**src/design/input_function_pkg.sv**
```systemverilog
// Constants for the multi-function input decoder
package input_function_pkg;
  localparam int          NUM_INPUTS     = 8;
  localparam int          CODE_W         = 8;
  localparam logic [7:0]  CODE_EXT_FIRST = 8'h20;
  localparam logic [7:0]  CODE_EXT_LAST  = 8'h2F;
  localparam logic [7:0]  CODE_DC_BRAKE  = 8'h60;
  localparam logic [7:0]  CODE_SEARCH_MAX = 8'h61;
  localparam logic [7:0]  CODE_SEARCH_REF = 8'h62;
  localparam logic [7:0]  CODE_TORQUE_SEL = 8'h71;
  localparam logic [7:0]  CODE_ZERO_SERVO = 8'h72;
  localparam logic [7:0]  CODE_GAIN_SW    = 8'h77;
  localparam logic [7:0]  CODE_MINOR_FLT  = 8'h10;
  // Field positions within an external fault code
  localparam int          EXT_NC_BIT     = 0;
  localparam int          EXT_RUNONLY_BIT = 1;
  localparam int          EXT_ACT_LSB    = 2;
  // Stop actions
  localparam logic [1:0]  ACT_DECEL      = 2'h0;
  localparam logic [1:0]  ACT_COAST      = 2'h1;
  localparam logic [1:0]  ACT_ESTOP      = 2'h2;
  localparam logic [1:0]  ACT_ALARM      = 2'h3;
  // Register map
  localparam logic [3:0]  ADDR_CODE_LO   = 4'h0;
  localparam logic [3:0]  ADDR_CODE_HI   = 4'h1;
  localparam logic [3:0]  ADDR_CTRL      = 4'h2;
  localparam logic [3:0]  ADDR_STATUS    = 4'h3;
  localparam logic [3:0]  ADDR_IRQ_STAT  = 4'h4;
  localparam logic [3:0]  ADDR_IRQ_EN    = 4'h5;
  localparam logic [3:0]  ADDR_IRQ_CLR   = 4'h6;
  // Control bits
  localparam int          CTRL_FLUX_BIT  = 0;
  localparam int          CTRL_OUTFN_LSB = 8;
  // Interrupt bits
  localparam int          IRQ_FAULT      = 0;
  localparam int          IRQ_ALARM      = 1;
  localparam int          IRQ_CFG_ERR    = 2;
  localparam int          IRQ_W          = 3;
  // Minimum baseblock time
  localparam int          MIN_BB_NS      = 500000;
  localparam int          CLK_NS         = 20;
  localparam int          MIN_BB_CYC     = (MIN_BB_NS + CLK_NS - 1) / CLK_NS;
  typedef enum logic [1:0] {S_IDLE, S_WAIT_BB, S_SEARCH} search_t;
endpackage

```
**src/design/drive_input_function_decoder.sv**
```systemverilog
// Multi-function digital input decoder for a motor drive
// Notes on behaviour
// - Codes 20..2F select external fault variants
// - Even codes detect ON, odd detect OFF
// - Last two of each four: running only
// - Code group selects the stop action
// - Decel action: fault, normal ramp down
// - Coast action: fault, output cut immediately
// - Emergency action: fault, fast-stop ramp
// - Continue action: alarm only, keep running
// - Output coded 10 shows alarm
// - Duplicate external fault code is refused
// - Code 60 stopped: DC brake or excitation
// - Run or jog ends DC braking
// - 61 searches from max, 62 from reference
// - Run after search: wait baseblock, search
// - Both search codes assigned is invalid
// - Code 71 selects torque control when ON
// - Code 72 locks position below zero speed
// - Code 77 forces second proportional gain
//
// Chosen here: the register addresses and the strobed register port.
`timescale 1ns/1ps
`default_nettype none
module drive_input_function_decoder #(
  parameter int NUM_IN = input_function_pkg::NUM_INPUTS,
  parameter int BB_CYC = input_function_pkg::MIN_BB_CYC
) (
  input  wire logic              mclk_i,
  input  wire logic              rstn_i,
  input  wire logic [NUM_IN-1:0] din_i,
  input  wire logic              run_cmd_i,
  input  wire logic              jog_cmd_i,
  input  wire logic              fault_reset_i,
  input  wire logic              ref_below_zero_i,
  input  wire logic [3:0]        reg_addr_i,
  input  wire logic [31:0]       reg_wdata_i,
  input  wire logic              reg_wr_i,
  input  wire logic              reg_rd_i,
  output logic [31:0]            reg_rdata_o,
  output logic                   fault_o,
  output logic                   alarm_o,
  output logic                   minor_fault_out_o,
  output logic                   decel_stop_o,
  output logic                   coast_o,
  output logic                   fast_stop_o,
  output logic                   dc_brake_o,
  output logic                   init_excite_o,
  output logic                   search_start_o,
  output logic                   search_from_max_o,
  output logic                   torque_mode_o,
  output logic                   zero_servo_o,
  output logic                   speed_gain_second_o,
  output logic                   cfg_error_o,
  output logic                   irq_o
);
  localparam int CW = input_function_pkg::CODE_W;
  localparam int BBW = $clog2(BB_CYC + 1);

  // Three-stage input synchronisers
  logic [NUM_IN-1:0] din_s1_q, din_s2_q, din_s3_q, din_q;
  logic [3:0] ctl_s1_q, ctl_s2_q, ctl_s3_q, ctl_q;
  always_ff @(posedge mclk_i or negedge rstn_i)
  begin
    if (!rstn_i)
    begin
      din_s1_q <= '0;
      din_s2_q <= '0;
      din_s3_q <= '0;
      din_q    <= '0;
      ctl_s1_q <= '0;
      ctl_s2_q <= '0;
      ctl_s3_q <= '0;
      ctl_q    <= '0;
    end
    else
    begin
      din_s1_q <= din_i;
      din_s2_q <= din_s1_q;
      din_s3_q <= din_s2_q;
      for (int i = 0; i < NUM_IN; i++)
        if (din_s2_q[i] == din_s3_q[i])
          din_q[i] <= din_s3_q[i];
      ctl_s1_q <= {ref_below_zero_i, fault_reset_i, jog_cmd_i, run_cmd_i};
      ctl_s2_q <= ctl_s1_q;
      ctl_s3_q <= ctl_s2_q;
      for (int i = 0; i < 4; i++)
        if (ctl_s2_q[i] == ctl_s3_q[i])
          ctl_q[i] <= ctl_s3_q[i];
    end
  end
  wire run_w   = ctl_q[0];
  wire jog_w   = ctl_q[1];
  wire frst_w  = ctl_q[2];
  wire below_w = ctl_q[3];

  // Registers
  logic [CW-1:0] code_q [NUM_IN];
  logic          flux_q;
  logic [CW-1:0] outfn_q;
  logic [input_function_pkg::IRQ_W-1:0] irq_stat_q, irq_en_q;

  function automatic logic is_ext(input logic [CW-1:0] c);
    return c >= input_function_pkg::CODE_EXT_FIRST && c <= input_function_pkg::CODE_EXT_LAST;
  endfunction

  always_ff @(posedge mclk_i or negedge rstn_i)
  begin
    if (!rstn_i)
    begin
      for (int i = 0; i < NUM_IN; i++)
        code_q[i] <= '0;
      flux_q  <= 1'b0;
      outfn_q <= '0;
      irq_en_q <= '0;
    end
    else if (reg_wr_i)
    begin
      if (reg_addr_i == input_function_pkg::ADDR_CODE_LO)
      begin
        for (int i = 0; i < 4 && i < NUM_IN; i++)
          code_q[i] <= reg_wdata_i[i*CW +: CW];
      end
      else if (reg_addr_i == input_function_pkg::ADDR_CODE_HI)
      begin
        for (int i = 4; i < NUM_IN; i++)
          code_q[i] <= reg_wdata_i[(i-4)*CW +: CW];
      end
      else if (reg_addr_i == input_function_pkg::ADDR_CTRL)
      begin
        flux_q  <= reg_wdata_i[input_function_pkg::CTRL_FLUX_BIT];
        outfn_q <= reg_wdata_i[input_function_pkg::CTRL_OUTFN_LSB +: CW];
      end
      else if (reg_addr_i == input_function_pkg::ADDR_IRQ_EN)
        irq_en_q <= reg_wdata_i[input_function_pkg::IRQ_W-1:0];
    end
  end

  // Configuration check and decode
  logic cfg_err_d;
  logic [3:0] ext_raw_d [NUM_IN];
  logic ext_hit_d;
  logic [1:0] ext_act_d;
  logic dcb_in_d, smax_in_d, sref_in_d, tq_in_d, zs_in_d, gain_in_d;
  logic any_search_cfg_d;
  always_comb
  begin
    int nmax, nref;
    nmax = 0;
    nref = 0;
    cfg_err_d = 1'b0;
    ext_hit_d = 1'b0;
    ext_act_d = input_function_pkg::ACT_DECEL;
    dcb_in_d = 1'b0;
    smax_in_d = 1'b0;
    sref_in_d = 1'b0;
    tq_in_d = 1'b0;
    zs_in_d = 1'b0;
    gain_in_d = 1'b0;
    for (int i = 0; i < NUM_IN; i++)
    begin
      ext_raw_d[i] = code_q[i][3:0];
      for (int j = i + 1; j < NUM_IN; j++)
        if (is_ext(code_q[i]) && code_q[i] == code_q[j])
          cfg_err_d = 1'b1;
      if (code_q[i] == input_function_pkg::CODE_SEARCH_MAX)
        nmax = nmax + 1;
      if (code_q[i] == input_function_pkg::CODE_SEARCH_REF)
        nref = nref + 1;
    end
    if (nmax > 0 && nref > 0)
      cfg_err_d = 1'b1;
    any_search_cfg_d = (nmax + nref) > 0;
    // Highest-index active external fault wins
    for (int i = 0; i < NUM_IN; i++)
    begin
      if (is_ext(code_q[i]))
      begin
        if ((din_q[i] ^ ext_raw_d[i][input_function_pkg::EXT_NC_BIT])
            && (!ext_raw_d[i][input_function_pkg::EXT_RUNONLY_BIT] || run_w))
        begin
          ext_hit_d = 1'b1;
          ext_act_d = ext_raw_d[i][input_function_pkg::EXT_ACT_LSB +: 2];
        end
      end
      else if (din_q[i])
      begin
        if (code_q[i] == input_function_pkg::CODE_DC_BRAKE)
          dcb_in_d = 1'b1;
        else if (code_q[i] == input_function_pkg::CODE_SEARCH_MAX)
          smax_in_d = 1'b1;
        else if (code_q[i] == input_function_pkg::CODE_SEARCH_REF)
          sref_in_d = 1'b1;
        else if (code_q[i] == input_function_pkg::CODE_TORQUE_SEL)
          tq_in_d = 1'b1;
        else if (code_q[i] == input_function_pkg::CODE_ZERO_SERVO)
          zs_in_d = 1'b1;
        else if (code_q[i] == input_function_pkg::CODE_GAIN_SW)
          gain_in_d = 1'b1;
      end
    end
    if (cfg_err_d)
      ext_hit_d = 1'b0;
  end
  wire alarm_hit_w = ext_hit_d && ext_act_d == input_function_pkg::ACT_ALARM;
  wire fault_hit_w = ext_hit_d && ext_act_d != input_function_pkg::ACT_ALARM;

  // Latched fault and its stop action
  logic frst_prev_q;
  logic [1:0] fault_act_q;
  always_ff @(posedge mclk_i or negedge rstn_i)
  begin
    if (!rstn_i)
    begin
      fault_o      <= 1'b0;
      fault_act_q  <= input_function_pkg::ACT_DECEL;
      frst_prev_q  <= 1'b0;
    end
    else
    begin
      frst_prev_q <= frst_w;
      if (fault_hit_w && !fault_o)
      begin
        fault_o     <= 1'b1;
        fault_act_q <= ext_act_d;
      end
      else if (fault_o && frst_w && !frst_prev_q && !run_w && !fault_hit_w)
        fault_o <= 1'b0;
    end
  end

  // Stop commands, alarm and mode outputs
  always_ff @(posedge mclk_i or negedge rstn_i)
  begin
    if (!rstn_i)
    begin
      decel_stop_o        <= 1'b0;
      coast_o             <= 1'b0;
      fast_stop_o         <= 1'b0;
      alarm_o             <= 1'b0;
      minor_fault_out_o   <= 1'b0;
      torque_mode_o       <= 1'b0;
      zero_servo_o        <= 1'b0;
      speed_gain_second_o <= 1'b0;
      cfg_error_o         <= 1'b0;
    end
    else
    begin
      decel_stop_o <= fault_o && fault_act_q == input_function_pkg::ACT_DECEL;
      coast_o      <= fault_o && fault_act_q == input_function_pkg::ACT_COAST;
      fast_stop_o  <= fault_o && fault_act_q == input_function_pkg::ACT_ESTOP;
      alarm_o      <= alarm_hit_w;
      minor_fault_out_o <= alarm_hit_w
                           && outfn_q == input_function_pkg::CODE_MINOR_FLT;
      torque_mode_o       <= tq_in_d;
      zero_servo_o        <= zs_in_d && below_w;
      speed_gain_second_o <= gain_in_d;
      cfg_error_o         <= cfg_err_d;
    end
  end

  // DC braking / initial excitation while stopped
  always_ff @(posedge mclk_i or negedge rstn_i)
  begin
    if (!rstn_i)
    begin
      dc_brake_o    <= 1'b0;
      init_excite_o <= 1'b0;
    end
    else
    begin
      dc_brake_o    <= dcb_in_d && !run_w && !jog_w && !fault_o && !flux_q;
      init_excite_o <= dcb_in_d && !run_w && !jog_w && !fault_o && flux_q;
    end
  end

  // External speed search sequencer
  input_function_pkg::search_t st_q;
  logic [BBW-1:0] bb_cnt_q;
  logic           armed_q;
  logic           run_prev_q;
  always_ff @(posedge mclk_i or negedge rstn_i)
  begin
    if (!rstn_i)
    begin
      st_q              <= input_function_pkg::S_IDLE;
      bb_cnt_q          <= '0;
      armed_q           <= 1'b0;
      run_prev_q        <= 1'b0;
      search_start_o    <= 1'b0;
      search_from_max_o <= 1'b0;
    end
    else
    begin
      run_prev_q     <= run_w;
      search_start_o <= 1'b0;
      if (!(smax_in_d || sref_in_d))
        armed_q <= 1'b0;
      else if (!run_w)
        armed_q <= 1'b1;
      case (st_q)
        input_function_pkg::S_IDLE:
        begin
          if (armed_q && run_w && !run_prev_q && any_search_cfg_d && !cfg_err_d)
          begin
            st_q              <= input_function_pkg::S_WAIT_BB;
            bb_cnt_q          <= '0;
            search_from_max_o <= smax_in_d;
          end
        end
        input_function_pkg::S_WAIT_BB:
        begin
          if (!run_w || fault_o)
            st_q <= input_function_pkg::S_IDLE;
          else if (bb_cnt_q == BBW'(BB_CYC - 1))
          begin
            st_q           <= input_function_pkg::S_SEARCH;
            search_start_o <= 1'b1;
          end
          else
            bb_cnt_q <= bb_cnt_q + 1'b1;
        end
        input_function_pkg::S_SEARCH:
        begin
          if (!run_w)
            st_q <= input_function_pkg::S_IDLE;
        end
        default:
          st_q <= input_function_pkg::S_IDLE;
      endcase
    end
  end

  // Interrupt status: set wins over clear
  logic [input_function_pkg::IRQ_W-1:0] ev_d, clr_d;
  always_comb
  begin
    ev_d = '0;
    ev_d[input_function_pkg::IRQ_FAULT]   = fault_hit_w && !fault_o;
    ev_d[input_function_pkg::IRQ_ALARM]   = alarm_hit_w && !alarm_o;
    ev_d[input_function_pkg::IRQ_CFG_ERR] = cfg_err_d && !cfg_error_o;
    clr_d = '0;
    if (reg_wr_i && reg_addr_i == input_function_pkg::ADDR_IRQ_CLR)
      clr_d = reg_wdata_i[input_function_pkg::IRQ_W-1:0];
  end
  always_ff @(posedge mclk_i or negedge rstn_i)
  begin
    if (!rstn_i)
    begin
      irq_stat_q <= '0;
      irq_o      <= 1'b0;
    end
    else
    begin
      irq_stat_q <= (irq_stat_q & ~clr_d) | ev_d;
      irq_o      <= |(((irq_stat_q & ~clr_d) | ev_d) & irq_en_q);
    end
  end

  // Read data, one cycle after the strobe
  always_ff @(posedge mclk_i or negedge rstn_i)
  begin
    if (!rstn_i)
      reg_rdata_o <= '0;
    else
    begin
      reg_rdata_o <= '0;
      if (reg_rd_i)
      begin
        if (reg_addr_i == input_function_pkg::ADDR_CODE_LO)
        begin
          for (int i = 0; i < 4 && i < NUM_IN; i++)
            reg_rdata_o[i*CW +: CW] <= code_q[i];
        end
        else if (reg_addr_i == input_function_pkg::ADDR_CODE_HI)
        begin
          for (int i = 4; i < NUM_IN; i++)
            reg_rdata_o[(i-4)*CW +: CW] <= code_q[i];
        end
        else if (reg_addr_i == input_function_pkg::ADDR_CTRL)
        begin
          reg_rdata_o[input_function_pkg::CTRL_FLUX_BIT] <= flux_q;
          reg_rdata_o[input_function_pkg::CTRL_OUTFN_LSB +: CW] <= outfn_q;
        end
        else if (reg_addr_i == input_function_pkg::ADDR_STATUS)
          reg_rdata_o[7:0] <= {cfg_error_o, speed_gain_second_o, zero_servo_o,
                               torque_mode_o, dc_brake_o | init_excite_o,
                               alarm_o, fault_o && fault_act_q == input_function_pkg::ACT_COAST,
                               fault_o};
        else if (reg_addr_i == input_function_pkg::ADDR_IRQ_STAT)
          reg_rdata_o[input_function_pkg::IRQ_W-1:0] <= irq_stat_q;
        else if (reg_addr_i == input_function_pkg::ADDR_IRQ_EN)
          reg_rdata_o[input_function_pkg::IRQ_W-1:0] <= irq_en_q;
      end
    end
  end
endmodule
`default_nettype wire

```
**config.mk**
```make
export PLATFORM = sky130hd
export DESIGN_NAME = drive_input_function_decoder
export DESIGN_NICKNAME = d
export VERILOG_FILES = /design/src/design/input_function_pkg.sv /design/src/design/drive_input_function_decoder.sv
export SDC_FILE = /design/constraint.sdc
export NUM_CORES = 1
export LEC_CHECK = 0
export BUFFER_PORTS_ARGS = -buffer_cell sky130_fd_sc_hd__buf_2
export CORE_MARGIN = 3
export CORE_UTILIZATION = 40
export CTS_CLUSTER_DIAMETER = 150
export DETAILED_ROUTE_END_ITERATION = 12
export PLACE_DENSITY = 0.55
export SLEW_MARGIN = 20
export SYNTH_ARGS = -nofsm -noshare
export SYNTH_HDL_FRONTEND = slang
export SYNTH_SLANG_ARGS = --single-unit
```
**constraint.sdc**
```tcl
create_clock -name mclk_i -period 9.8 [get_ports mclk_i]
set_clock_uncertainty 0.2 [all_clocks]
set_input_delay 0 -clock mclk_i [delete_from_list [all_inputs] [get_ports mclk_i]]
set_output_delay 0 -clock mclk_i [all_outputs]
set_load 0.01 [all_outputs]
```
# After elaboration in Yosys (flattened, before gate mapping)
# Cells that the tools add are included.
[word_totals]
inputBits = 52
word_cells = 691
reg_bits = 196
output_inout_bits = 47
[classes]
add_sub_neg = 16
n_mux = 370
bitwise = 16
n_reduce_logical = 110
n_eq_ne = 108
n_lt_le_gt_ge = 19
[op_table]
columns = ["operator", "n"]
rows = [
  ["2-to-1 mux 32 bit", 16],
  ["adder 32 x 2 -> 32 bit (second input constant)", 14],
  ["== test 8 x 7 -> 1 bit (second input constant)", 48],
  ["2-to-1 mux 1 bit", 320],
  ["== test 8 bit", 28],
  ["> comparator 32 x 1 -> 1 bit (second input constant)", 3],
  ["logical AND 1 bit", 69],
  [">= comparator 8 x 6 -> 1 bit (second input constant)", 8],
  ["<= comparator 8 x 6 -> 1 bit (second input constant)", 8],
  ["2-to-1 mux 15 bit", 3],
  ["2-to-1 mux 2 bit", 20],
  ["adder 32 bit", 1],
  ["2-to-1 mux 16 bit", 2],
  ["case mux 15 bit (2 select lines)", 1],
  ["logical NOT 1 bit", 18],
  ["adder 15 x 1 -> 15 bit (second input constant)", 1],
  ["== test 15 bit (second input constant)", 1],
  ["== test 1 bit", 12],
  ["== test 4 x 3 -> 1 bit (second input constant)", 3],
  ["2-to-1 mux 3 bit", 4],
  ["inequality test 2 bit (second input constant)", 6],
  ["logical OR 1 bit", 10],
  ["== test 4 x 2 -> 1 bit (second input constant)", 2],
  ["== test 8 x 5 -> 1 bit (second input constant)", 1],
  ["other kinds (22)", 40],
]

# Depth between registers and ports, before layout
[logic_depth]
ltp_word = 65
depth_mapped = 35
mapped_depth_nobuf = 33

# Worst setup path after synthesis
# Ideal clock, no wire load.
[synth_timing]
kind = "flip-flop to flip-flop"
startpoint = "register code_q[49] (netlist bit)"
endpoint = "register bb_cnt_q[0]"
arrival_ps = 7445
setup_ps = 128
slack_ps = 2028
path_stages_with_launch = 34
cell_sequence = "dfrtp_1 clkbuf_1 buf_1 or4b_2 nor3_1 inv_1 ha_1 xor2_1 inv_1 ha_1 and3_1 a31oi_1 inv_1 ha_1 nor2_1 a21oi_1 ha_1 nor2_1 a221oi_2 ha_1 mux2i_1 inv_1 ha_1 and2_1 and4_1 nor4_1 inv_1 ha_1 or4b_2 nor4_1 nand4_1 nand2_1 o22ai_2 mux2_1"
[synth_via]
elab_chain_cells = 35
elab_cells_between_ends = 84
cone_classes = "13 x add/sub; 5 x order compare; 10 x eq/ne; 43 x mux; 13 x reduce/logical"
[synth_lines]
columns = ["element", "line_no", "rtl"]
rows = [
  ["start, declared", "drive_input_function_decoder.sv:98", "logic [CW-1:0] code_q [NUM_IN];"],
  ["start signal, assigned by index", "drive_input_function_decoder.sv:122", "code_q[i] <= reg_wdata_i[i*CW +: CW];"],
  ["start signal, assigned by index", "drive_input_function_decoder.sv:127", "code_q[i] <= reg_wdata_i[(i-4)*CW +: CW];"],
  ["parallel branches: the longest is 32 deep, another holds adder 32 x 2 -> 32 bit", "--", ""],
  ["logical AND 1 bit (*)", "drive_input_function_decoder.sv:304", "if (armed_q && run_w && !run_prev_q && any_search_cfg_d && !cfg_err_d)"],
  ["inequality test 2 bit (no source line) (*)", "--", ""],
  ["AND reduction 4 bit (no source line) (*)", "--", ""],
  ["end signal, assigned", "drive_input_function_decoder.sv:321", "bb_cnt_q <= bb_cnt_q + 1'b1;"],
  ["end, declared", "drive_input_function_decoder.sv:279", "logic [BBW-1:0] bb_cnt_q;"],
]
# Every way passes the cells marked *.
# A chain may end at the register's enable or synchronous reset.

# Worst setup path after layout
[layout_timing]
startpoint = "register code_q[51] (netlist bit)"
endpoint = "register bb_cnt_q[1]"
# The elaborated chain is that of the path after synthesis.

==> results.py <==
metrics = {
    "die": {
        "start_util_pct": 40.8,
        "core_area_um2": 31600,
        "num_rows": 65,
        "design.die.area_um2": 34400,
        "die_y_um": 186,
        "ios": 99,
        "die_w_um": 186,
    },
    "layout": {
        "nets": 1523,
        "flow.area_growth_from_synthesis_pct": 16.1,
        "instances_no_fill": 1862,
        "fin_util_pct": 47.3,
        "drive_gt1_share_pct": 17.7,
        "num_antenna_cells": 0,
    },
    "synthesis": {
        "yosys.area_share.xor_xnor_pct": 19.2,
        "postSynthAreaPerCell_um2": 9.64,
        "synth_edf_count": 0,
        "async_flop_share_pct": 100,
        "ys_types": 89,
        "synth_flop_cell": "dfrtp_1",
        "synth.yosys.seq_area_share_pct": 38.0,
        "synth_compound_area_share_pct": 7.86,
        "synthSimpleGateAreaFrac_pct": 18.3,
        "synthAdderAreaFrac_pct": 3.32,
        "synth_top_family_by_area": "XOR/XNOR gates",
        "yosys_warnings": 0,
        "synth_mux_area_share_pct": 8.47,
        "netlist_area_um2": 12900,
        "ys_seq_elements": 196,
        "syn-instance-count": 1338,
    },
    "global_routing": {
        "grt_antenna_before_repair": 0,
        "grt_usage_pct": 24.5,
        "grt-ovfl-total": 0,
        "grt_pass1_wl_um": 63700,
        "grt_pass1_vias": 10484,
        "grt_max_degree": 67,
    },
    "critical_path": {
        "critical_path.top_delay_family": "simple AND/OR/NAND/NOR gates",
        "crit_arrival_ns": 8.86,
        "cp_num_buf_inv": 5,
        "path_max_fanout": 12,
        "cp.required_ns": 9.95,
        "slowest_delay_ns": 0.77,
        "r2r-start": "code_q[51]",
        "crit_path_end_kind": "flop",
        "crit_start": "code_q[51]",
        "critPathKind": "reg -> reg",
        "crit_slowest_cell": "or4b_2",
        "cp_common_cell": "ha_1",
        "critPathLaunchType": "flop",
    },
    "clock_network": {
        "numCtsBuffers": 17,
        "cts_buffer_depth": 2,
        "clock-sinks": 196,
        "cts_tree": "done",
        "cts_max_level": 4,
        "root_buffer": "clkbuf_16",
        "hold_buffers": 69,
        "clk_latency_ns": 0.46,
        "cts_resized": 0,
        "post_cts_buffers": 0,
        "cts.clk_slew.worst_paths_ns": 0.08,
    },
    "sta": {
        "timing_hold_violations_final": 0,
        "grt_setup_unrepaired": "no",
        "final-setup-viol-count": 0,
        "fin_ws_ns": 1.09,
        "post-route-period-util_pct": 88.9,
        "post-route-min-period_ns": 8.71,
        "fmax_mhz": 115,
        "worst_slew_pin_slew_ns": 1.12,
        "final_max_slew_viol_count": 0,
        "finalSetupTns_ns": 0,
        "relSlewSlack_pct": 24.9,
    },
    "power": {
        "vdd_drop_max_mv": 0.147,
        "power_w": 0.00291,
        "p_leak_nw": 6.56,
        "p_per_area_nw_per_um2": 195,
    },
    "job": {
        "cap_violations": 0,
    },
    "route": {
        "drt_pass1_iterations": 6,
        "drt-total-wl_um": 41400,
        "postRouteAntennaNets": 0,
        "via_count": 10517,
        "drt-vias-per-instance": 5.65,
        "post_drt_wl_per_cell_um": 22.2,
        "drt_iter0_drc": 834,
        "drc_errors": 0,
    },
    "hold_path": {
        "min-delay-start": "reg_addr_i[0]",
        "hp-class": "in -> reg",
    },
    "placement": {
        "place_inst": 1761,
        "hpwlAfterDp_um": 28200,
        "place.gp.congestion": 0.955,
        "portBuffers": 98,
        "dp_slack_ns": 1.18,
    },
    "status": {
        "run_status": "finished, final reports clean",
    },
}
## routing by layer
layer | GRT usage (%) | vias up | part of all wire (%)
li1 | - | 4858 | -
met1 | 32.5 | 5197 | 44
met2 | 39.5 | 359 | 46
met3 | 4.51 | 103 | 6.3
met4 | 10.1 | 0 | 3.9
met5 | 0 | - | 0
## cells in the mapped netlist, types with 4 or more instances
cell type  number  share of area (%)
a211o_1         5               0.34
a21oi_1        34                1.3
a31oi_1        15               0.73
and2_1          8               0.39
and3_1         12               0.58
buf_1          32               0.93
buf_2          13               0.50
clkbuf_1       63                1.8
dfrtp_1       196                 38
ha_1           23                2.2
inv_1          48                1.4
maj3_1         12               0.93
mux2_1          4               0.35
mux2_2         69                6.0
mux2i_1        27                2.1
nand2_1        79                2.3
nand2b_1        7               0.34
nand3_1        32                1.2
nand4_1        43                2.1
nor2_1         94                2.7
nor2b_1        14               0.68
nor3_1         33                1.3
nor3b_1         5               0.29
nor4_1         45                2.2
nor4b_1        12               0.82
o21ai_0        25               0.97
o22ai_1         9               0.44
o31ai_1         7               0.41
or3_1           8               0.39
or4b_2          5               0.39
xnor2_1       117                7.9
xor2_1        147                 10
## flip-flops by register name (all words and copies together), names as in the netlist, 2 cells and up
name         flops
irq_en_q         3
reg_rdata_o     32
ctl_s1_q         4
fault_act_q      2
ctl_q            4
ctl_s2_q         4
irq_stat_q       3
st_q             2
code_q          64
din_s3_q         8
bb_cnt_q        15
din_s1_q         8
outfn_q          8
din_s2_q         8
din_q            8
ctl_s3_q         4
## cells in the final DEF (no fill, tap or decap), types with 32 or more instances in the layout
master           n
nand2_1         79
nor4_1          45
nand4_1         43
nor2_1          94
dlygate4sd3_1   68
nand3_1         32
inv_1           48
xor2_1         147
nor3_1          33
xnor2_1        117
buf_2           97
mux2_2          69
dfrtp_1        196
a21oi_1         34
## metrics by stage
stage | cell area (um^2) | hold slack [ns]
final | 15000 | 0.0531
after global routing | 15000 | 0.0750
after CTS | 15000 | 0.0418
after detailed placement | 13700 | -0.160
after global placement | 13700 | -0.161
after floorplan | 12900 | -0.496
## worst reg2reg max path, delay by kind of cell (launching register included)
| kind | cells | cell delay, ns |
|---|---|---|
| buffers and inverters | 5 | 0.44 |
| AOI/OAI and AO/OA | 4 | 0.85 |
| adders and majority gates | 7 | 2.05 |
| and+or+nand+nor | 12 | 3.52 |
| xor gates and xnor gates | 1 | 0.41 |
| muxes | 2 | 0.55 |
| DFF | 1 | 0.59 |
## report_power, final
part	switching (W)	total, W	internal, W
combinational	0.000493	0.000958	0.000464
sequential	0.000334	0.00126	0.000924
clock	0.000360	0.000698	0.000338
total	0.00119	0.00291	0.00173
## path summary, 6_finish.rpt
path / endpoint / slack (ns) / depth (start not counted)
setup reg to reg: bb_cnt_q[1] / 1.09 / 31
max in group asynchronous: code_q[48] / 8.13 / 4
setup / recovery: bb_cnt_q[1] / 1.09 / 31
min in group asynchronous: din_s2_q[7] / 0.47 / 4
hold reg to reg: din_s2_q[3] / 0.14 / 0
hold / removal: reg_rdata_o[4] / 0.05 / 4
## area by class of cell
| cell class | instances | area, um^2 |
|---|---|---|
| Tap cell | 402 | 503 |
| Fill cell | 3017 | 16700 |
| Multi-Input combinational cell | 989 | 7400 |
| Clock buffer | 17 | 425 |
| Timing Repair Buffer | 195 | 1420 |
| Inverter | 48 | 180 |
| Sequential cell | 196 | 4900 |
| Clock inverter | 15 | 146 |
## cells by family after synthesis
kind of cell / after synthesis
adders and majority gates: 36
DFF: 196
and+or+nand+nor: 429
AOI/OAI and AO/OA: 146
buffers and inverters: 158
xor gates and xnor gates: 272
other: 1
muxes: 100
No activity file was read; power rests on OpenSTA's default activity.
